## config.mk

```make
export PLATFORM = sky130hd
export DESIGN_NAME = tcpef_flags
export DESIGN_NICKNAME = d
export VERILOG_FILES = /design/src/rtl/tcpef_pkg.sv /design/src/rtl/tcpef_flags.sv
export SDC_FILE = /design/constraint.sdc
export NUM_CORES = 1
export LEC_CHECK = 0
export BUFFER_PORTS_ARGS = -buffer_cell sky130_fd_sc_hd__buf_2
export CAP_MARGIN = 25
export CORE_MARGIN = 4
export CORE_UTILIZATION = 30
export DETAILED_ROUTE_END_ITERATION = 16
export MAX_ROUTING_LAYER = met4
export PLACE_DENSITY = 0.56
export SETUP_SLACK_MARGIN = 0.02
export SLEW_MARGIN = 20
export SYNTH_ARGS = -nofsm -noshare
export SYNTH_HDL_FRONTEND = slang
export SYNTH_SLANG_ARGS = --single-unit
```

## constraint.sdc

```tcl
create_clock -name CORE_CLK -period 1.63 [get_ports CORE_CLK]
set_clock_uncertainty 0.15 [all_clocks]
set_input_delay 0.326 -clock CORE_CLK [delete_from_list [all_inputs] [get_ports CORE_CLK]]
set_output_delay 0.326 -clock CORE_CLK [all_outputs]
set_load 0.02 [all_outputs]
```

## src/rtl/tcpef_pkg.sv

```systemverilog
package tcpef_pkg;

    // ==========================================================
    // Register map
    localparam logic [7:0] TCPEF_ADDR_PORT_EVT  = 8'h14;
    localparam logic [7:0] TCPEF_ADDR_RECOV_EVT = 8'h15;
    localparam logic [7:0] TCPEF_RESET_VAL      = 8'h00;

    // ==========================================================
    // Implemented bits; reserved bits read zero
    localparam logic [7:0] TCPEF_PORT_MASK      = 8'h7f;
    localparam logic [7:0] TCPEF_RECOV_MASK     = 8'h6f;

    // ==========================================================
    // Bit positions, port event flags
    localparam int TCPEF_BIT_ATTACH   = 0;
    localparam int TCPEF_BIT_REMOVAL  = 1;
    localparam int TCPEF_BIT_CURLVL   = 2;
    localparam int TCPEF_BIT_AUTOMATIC_SINK_MODE  = 3;
    localparam int TCPEF_BIT_VBUS     = 4;
    localparam int TCPEF_BIT_CCFAULT  = 5;
    localparam int TCPEF_BIT_PLUGDIR  = 6;

    // ==========================================================
    // Bit positions, recovery event flags
    localparam int TCPEF_BIT_RSTART   = 0;
    localparam int TCPEF_BIT_FRCDONE  = 1;
    localparam int TCPEF_BIT_FRCFAIL  = 2;
    localparam int TCPEF_BIT_RFAIL    = 3;
    localparam int TCPEF_BIT_VBON     = 5;
    localparam int TCPEF_BIT_VBOFF    = 6;

    // ==========================================================
    // Orientation codes
    localparam logic [1:0] TCPEF_DIR_NONE = 2'h0;
    localparam logic [1:0] TCPEF_DIR_CC1  = 2'h1;
    localparam logic [1:0] TCPEF_DIR_CC2  = 2'h2;

    // ==========================================================
    // Level inputs from the detection logic
    typedef struct packed {
        logic [1:0] cable_flip_field;
        logic       cc1_above_rd;
        logic       cc2_above_rd;
        logic       cc1_rd_on;
        logic       cc2_rd_on;
        logic       vbus_above_low;
        logic       vbus_above_high;
        logic       automatic_sink_mode;
        logic [1:0] advertised_current_level;
    } tcpef_level_t;

    // One-cycle event pulses from the detection logic
    typedef struct packed {
        logic attach;
        logic removal;
        logic recovery_start;
        logic vbus_off_req;
        logic vbus_on_req;
        logic recovery_fail;
        logic forced_fail;
        logic forced_done;
    } tcpef_pulse_t;

endpackage : tcpef_pkg

```

## src/rtl/tcpef_flags.sv

```systemverilog
// How it works
// First flag register resets zero, write-one clears
// Second flag register resets zero, write-one clears
// Bit 6: orientation leaves 00 to 01/10
// Bit 5: CC above Rd range with Rd
// Bit 4: VBUS crosses either threshold
// Bit 3: automatic sink mode entered or left
// Bit 2: advertised current level changes
// Bit 1: attached party removed
// Bit 0: device or accessory attached
// Second bit 6: request VBUS off, discharge
// Second bit 5: request VBUS on
// Second bit 3: stable attach recovery failed
// Second bit 2: forced role request failed
// Second bit 1: forced role request succeeded
// Second bit 0: recovery procedures started
// Flags hold until written one; set wins
// Reserved bits read zero, host writes zero
module tcpef_flags
(
    // Clock and reset
    input  wire logic                   CORE_CLK,
    input  wire logic                   RST_B,
    // Register port
    input  wire logic [7:0]             REG_ADDR,
    input  wire logic                   REG_WR,
    input  wire logic [7:0]             REG_WDATA,
    output logic      [7:0]             REG_RDATA,
    // Detection logic
    input  tcpef_pkg::tcpef_level_t     DET_LEVEL,
    input  tcpef_pkg::tcpef_pulse_t     DET_PULSE
);
    import tcpef_pkg::*;

    // ==========================================================
    // State
    logic [7:0]   port_flags;
    logic [7:0]   recov_flags;
    tcpef_level_t prev;
    logic         primed;

    // ==========================================================
    // Decode
    wire         hit_port   = REG_WR && (REG_ADDR == TCPEF_ADDR_PORT_EVT);
    wire         hit_recov  = REG_WR && (REG_ADDR == TCPEF_ADDR_RECOV_EVT);
    wire   [7:0] clr_port   = hit_port  ? REG_WDATA : TCPEF_RESET_VAL;
    wire   [7:0] clr_recov  = hit_recov ? REG_WDATA : TCPEF_RESET_VAL;

    // ==========================================================
    // Level change detection
    // orientation edge
    wire cable_flip_field_evt  = primed && (prev.cable_flip_field == TCPEF_DIR_NONE)
                     && ((DET_LEVEL.cable_flip_field == TCPEF_DIR_CC1)
                      || (DET_LEVEL.cable_flip_field == TCPEF_DIR_CC2));
    // fault qualified by Rd
    wire [1:0] fault_now  = {DET_LEVEL.cc2_above_rd && DET_LEVEL.cc2_rd_on,
                             DET_LEVEL.cc1_above_rd && DET_LEVEL.cc1_rd_on};
    wire [1:0] fault_prev = {prev.cc2_above_rd && prev.cc2_rd_on,
                             prev.cc1_above_rd && prev.cc1_rd_on};
    wire fault_evt   = primed && |(fault_now & ~fault_prev);
    // threshold crossing
    wire vbus_evt    = primed && ((DET_LEVEL.vbus_above_low != prev.vbus_above_low)
                     || (DET_LEVEL.vbus_above_high != prev.vbus_above_high));
    // sink mode toggle
    wire automatic_sink_mode_evt = primed && (DET_LEVEL.automatic_sink_mode != prev.automatic_sink_mode);
    // current level change
    wire curlvl_evt  = primed && (DET_LEVEL.advertised_current_level != prev.advertised_current_level);

    // ==========================================================
    // Set vectors
    logic [7:0] set_port;
    logic [7:0] set_recov;
    always_comb
    begin
        set_port                      = TCPEF_RESET_VAL;
        set_port[TCPEF_BIT_PLUGDIR]   = cable_flip_field_evt;
        set_port[TCPEF_BIT_CCFAULT]   = fault_evt;
        set_port[TCPEF_BIT_VBUS]      = vbus_evt;
        set_port[TCPEF_BIT_AUTOMATIC_SINK_MODE]   = automatic_sink_mode_evt;
        set_port[TCPEF_BIT_CURLVL]    = curlvl_evt;
        // removal pulse
        set_port[TCPEF_BIT_REMOVAL]   = DET_PULSE.removal;
        // attach pulse
        set_port[TCPEF_BIT_ATTACH]    = DET_PULSE.attach;
        set_recov                     = TCPEF_RESET_VAL;
        // VBUS off request
        set_recov[TCPEF_BIT_VBOFF]    = DET_PULSE.vbus_off_req;
        // VBUS on request
        set_recov[TCPEF_BIT_VBON]     = DET_PULSE.vbus_on_req;
        // recovery failed
        set_recov[TCPEF_BIT_RFAIL]    = DET_PULSE.recovery_fail;
        // forced role failed
        set_recov[TCPEF_BIT_FRCFAIL]  = DET_PULSE.forced_fail;
        // forced role done
        set_recov[TCPEF_BIT_FRCDONE]  = DET_PULSE.forced_done;
        // recovery started
        set_recov[TCPEF_BIT_RSTART]   = DET_PULSE.recovery_start;
    end

    // ==========================================================
    // Next values
    // set beats clear
    // reserved forced low
    wire [7:0] next_port  = ((port_flags  & ~clr_port)  | set_port)  & TCPEF_PORT_MASK;
    wire [7:0] next_recov = ((recov_flags & ~clr_recov) | set_recov) & TCPEF_RECOV_MASK;
    wire [7:0] next_rdata = (REG_ADDR == TCPEF_ADDR_PORT_EVT)  ? port_flags  :
                            (REG_ADDR == TCPEF_ADDR_RECOV_EVT) ? recov_flags : TCPEF_RESET_VAL;

    // ==========================================================
    // Flag registers
    // reset and clear
    always_ff @(posedge CORE_CLK)
    begin
        if (!RST_B)
        begin
            port_flags  <= TCPEF_RESET_VAL;
            recov_flags <= TCPEF_RESET_VAL;
        end
        else
        begin
            port_flags  <= next_port;
            recov_flags <= next_recov;
        end
    end

    // ==========================================================
    // Level history and read data
    always_ff @(posedge CORE_CLK)
    begin
        if (!RST_B)
        begin
            prev      <= '0;
            primed    <= 1'b0;
            REG_RDATA <= TCPEF_RESET_VAL;
        end
        else
        begin
            prev      <= DET_LEVEL;
            primed    <= 1'b1;
            REG_RDATA <= next_rdata;
        end
    end
endmodule : tcpef_flags

```

==> key figures <==
Placement
  – # port buffers: between 40 and 50
  – Post-detailed-placement half-perimeter wirelength: 2246 microns
  – Last weighted congestion value of the routability-driven placer: 0.8138
  – Cell area reported after detailed placement: 0.001578 sq mm

Routing
  – Highest routing layer actually used: met4
  – Wire length on met1: between 1000 and 1500 microns
  – DRC violation total after the first TritonRoute iteration: 73
  – Routed vias/inst: about 4.7
  – Routed wire per std cell: 12.64 microns
  – Number of design rule violations left after detail routing: 0
  – Met2 WL post-DR: ~1300 microns
  – Routed length on met3: 269 microns
  – Total wirelength of the detailed-routed design: a little under 3000 microns
  – Antenna Nets Post-Route: 0
  – Vias after detailed routing: 1,074
  – Drt first pass iters: 3

Cells and area
  – Post-route cell area: ~0.0017 sq mm
  – Total Nets Final: 215
  – Area delta synth->final: 28.79%
  – Count of fill cells added during filler insertion: between 400 and 500
  – Share of final-layout standard cells stronger than drive strength 1: between 30 and 40%
  – Diodes inserted: 0

Clock network
  – Number of levels in the clock H-tree: 2
  – # Post-CTS Setup Buffers: 0
  – Number of buffers on the longest clock path: 2
  – Library cell used as clock root buffer: sky130_fd_sc_hd__clkbuf_8
  – Cts bufs inserted: 5
  – TritonCTS clock tree: yes
  – Clock latency reported for the late side of the worst-skew pair: around 0.27 ns
  – Clock sink total: 32
  – Post-cts sizing count: 0
  – CTS Hold Buffers Added: 0
  – Post-CTS clock slew at the launch and capture registers of the worst setup and hold paths: about 0.060 ns

STA
  – Unrepaired setup endpoints after global routing: no
  – Fmax: 748.6 MHz
  – Final sum of negative setup slack: 0 ns
  – Final setup violation count: 0
  – Fin crit share: between 80% and 90%
  – Final critical path time including I/O delays and setup: 1.336 ns
  – Final Hold Viols: 0
  – Final Max Tran Viols: 0
  – Post-route worst hold slack: ~0.11 ns

Setup path
  – Cell with the largest stage delay on the worst path: sky130_fd_sc_hd__nor4b_4
  – Reg2Reg Capture Point: port_flags[5]$_SDFF_PN0_
  – Capturing element type of the critical path: flip-flop
  – Kind of cell with the highest combined delay on the critical path: simple AND/OR/NAND/NOR gates
  – Delay of the slowest cell on the worst path: about 0.32 ns
  – Count of buffering cells on the critical path with inverters included: 2
  – Series of cell instances along the critical path: buf_2 -> nor4b_4 -> buf_12 -> and2_1 -> a21oi_1
  – Type of the setup path with the least slack: input pin to flip-flop
  – Logic depth of the worst register-to-register path: 3
  – Setup slack on the worst flop-to-flop path: ~0.56 ns
  – Arrival time of data at the critical path endpoint: 1.33 ns
  – Startpoint of the worst register-to-register path: prev[7]$_SDFF_PN0_
  – Sort of element at the start of the critical path: input pin
  – CP required: around 1.6 ns
  – Top fanout value on the critical path: 19

Yosys
  – Number of synthesized flops with an enable pin: 0
  – Async set or reset register ratio after synthesis: 0%
  – Most numerous cell types in the synthesized netlist: 32 x sky130_fd_sc_hd__dfxtp_1, 15 x sky130_fd_sc_hd__and2_1, 10 x sky130_fd_sc_hd__a21oi_1, 9 x sky130_fd_sc_hd__nand2_1
  – Share of synthesized area occupied by flip-flops and latches: about half
  – Synthesized flop and latch total: 32
  – Yosys top cell by area: sky130_fd_sc_hd__dfxtp_1
  – Number of warnings reported in the yosys synthesis log: 0
  – Avg Cell Area, Syn: about 9.9 sq um
  – Number of instances in the synthesized netlist: about 130
  – Post-Synthesis Net Count: roughly 170
  – Area of the mapped netlist: 0.001295 sq mm
  – Post-synthesis cell type count: 24
  – Share of Yosys cell area claimed by the top area cell type: approximately 50%
  – Top FF cell, synth: sky130_fd_sc_hd__dfxtp_1
  – Most numerous cell in the Yosys netlist: sky130_fd_sc_hd__dfxtp_1
  – Main area contributors after synthesis: sky130_fd_sc_hd__dfxtp_1 49%, sky130_fd_sc_hd__and2_1 7.2%, sky130_fd_sc_hd__a21oi_1 3.9%, sky130_fd_sc_hd__nor4b_4 3.7%, sky130_fd_sc_hd__a21boi_2 3.5%

Status
  – Outcome: finished, final reports clean

Die
  – Initial core utilization: 31.69%
  – Width of the die: 73.70 microns
  – Area of the die: approximately 0.0054 sq mm
  – Ports placed on the boundary: 46
  – Die Span Y: 73.70 microns
  – Core region area: around 0.0041 sq mm
  – Cell row count: 23

Power and ir drop
  – Total power divided by cell area: around 960 mW/mm^2
  – Highest ir drop seen on vdd: 0.0003967 V
  – Leak pwr: 0.6985 nW

Worst hold path
  – Number of cells traversed by the worst hold path: 2
  – Hold EP: prev[6]$_SDFF_PN0_
  – Launch instance of the worst min-delay path: DET_LEVEL[6]
  – Type of the most critical hold path: input pin to flip-flop

Global route
  – All-Layer GR Usage: about an eighth
  – Vias in the first global route: 1,122
  – Global route overflow: 0
  – Wire length of the first global-routing pass: approximately 4800 microns
  – Maximum number of pins on one net before global-route repair: 24
  – Initial antenna violation count: 0

Flow run
  – Max-cap violation count: 0
## state kept, by name (all words and copies together) (netlist names)
register and flops:
REG_RDATA 7, port_flags 7, prev 11, primed 1, recov_flags 6
## stage by stage
step,power (W),std cells,setup slack (ns),util [%]
after floorplan,0.0009431,131,0.2046,-
after global placement,0.001016,220,0.03349,38.61
after detailed placement,0.001023,220,0.0004768,38.61
after CTS,0.001628,228,0.2958,40.81
after global routing,0.001680,228,0.2196,40.81
final,0.001599,228,0.2943,40.81
## layout by cell type, fill, tap and decap left out
cell type,n
sky130_fd_sc_hd__buf_2,43
sky130_fd_sc_hd__dfxtp_1,32
sky130_fd_sc_hd__and2_1,15
sky130_fd_sc_hd__a21oi_1,10
sky130_fd_sc_hd__nand2_1,9
sky130_fd_sc_hd__nand3_1,8
sky130_fd_sc_hd__nor2_1,8
sky130_fd_sc_hd__o21ai_0,8
sky130_fd_sc_hd__clkbuf_8,6
sky130_fd_sc_hd__nand4_1,5
sky130_fd_sc_hd__nand3_2,4
sky130_fd_sc_hd__a21boi_2,4
sky130_fd_sc_hd__a32o_1,4
sky130_fd_sc_hd__xnor2_1,4
sky130_fd_sc_hd__nor4b_4,2
sky130_fd_sc_hd__a31o_1,2
sky130_fd_sc_hd__xor2_1,2
sky130_fd_sc_hd__a21boi_1,2
sky130_fd_sc_hd__clkbuf_1,2
sky130_fd_sc_hd__buf_12,2
sky130_fd_sc_hd__buf_4,2
sky130_fd_sc_hd__and4bb_2,1
sky130_fd_sc_hd__nor3_1,1
sky130_fd_sc_hd__and3_1,1
sky130_fd_sc_hd__conb_1,1
## layer usage
metal,vias to the layer above,global-route usage [%]
li1,548,-
met5,-,-
met2,41,18.60
met3,3,3.830
met1,482,13.92
met4,0,3.622
## logic make-up (layout without fill, tap and decap cells)
logic type,Yosys count,after routing,share of synthesized area [%]
simple gates,54,54,26.28
flops,32,32,49.47
compound gates,30,30,16.04
buf+inv,8,55,3.864
xor+xnor,6,6,4.058
other cells,1,1,0.2896
## area by class of cell
cell class	instances	area [sq um]	area share (%)
clock buffers	8	90.09	5.401
well taps	50	62.56	3.751
multi-input cells	91	604.3	36.23
repair buffers	47	270.3	16.20
flip-flops and latches	32	640.6	38.41
## worst register-to-register path: cells and delay by family (launching register included)
family	cells	cell delay, ns
compound gates	2	0.45
flops	1	0.31
simple gates	1	0.05
## how the worst max path moves through the flow
stage           startpoint                        end  slack (ns)  depth (start not counted)
3_5_place_dp   REG_ADDR[7]  recov_flags[0]$_SDFF_PN0_      0.0005                          5
6_report       REG_ADDR[7]  recov_flags[0]$_SDFF_PN0_        0.29                          5
3_3_place_gp   REG_ADDR[7]  recov_flags[1]$_SDFF_PN0_        0.03                          5
2_1_floorplan  REG_ADDR[7]   port_flags[3]$_SDFF_PN0_        0.20                          3
5_1_grt        REG_ADDR[7]  recov_flags[5]$_SDFF_PN0_        0.22                          5
4_1_cts        REG_ADDR[7]  recov_flags[0]$_SDFF_PN0_        0.30                          5
## report_power, final
group / internal, W / switching [W]
logic: 0.0000841 / 0.0000760
registers: 0.000825 / 0.0000187
clock network: 0.000343 / 0.000251
Power figures use the tool's default switching activity.
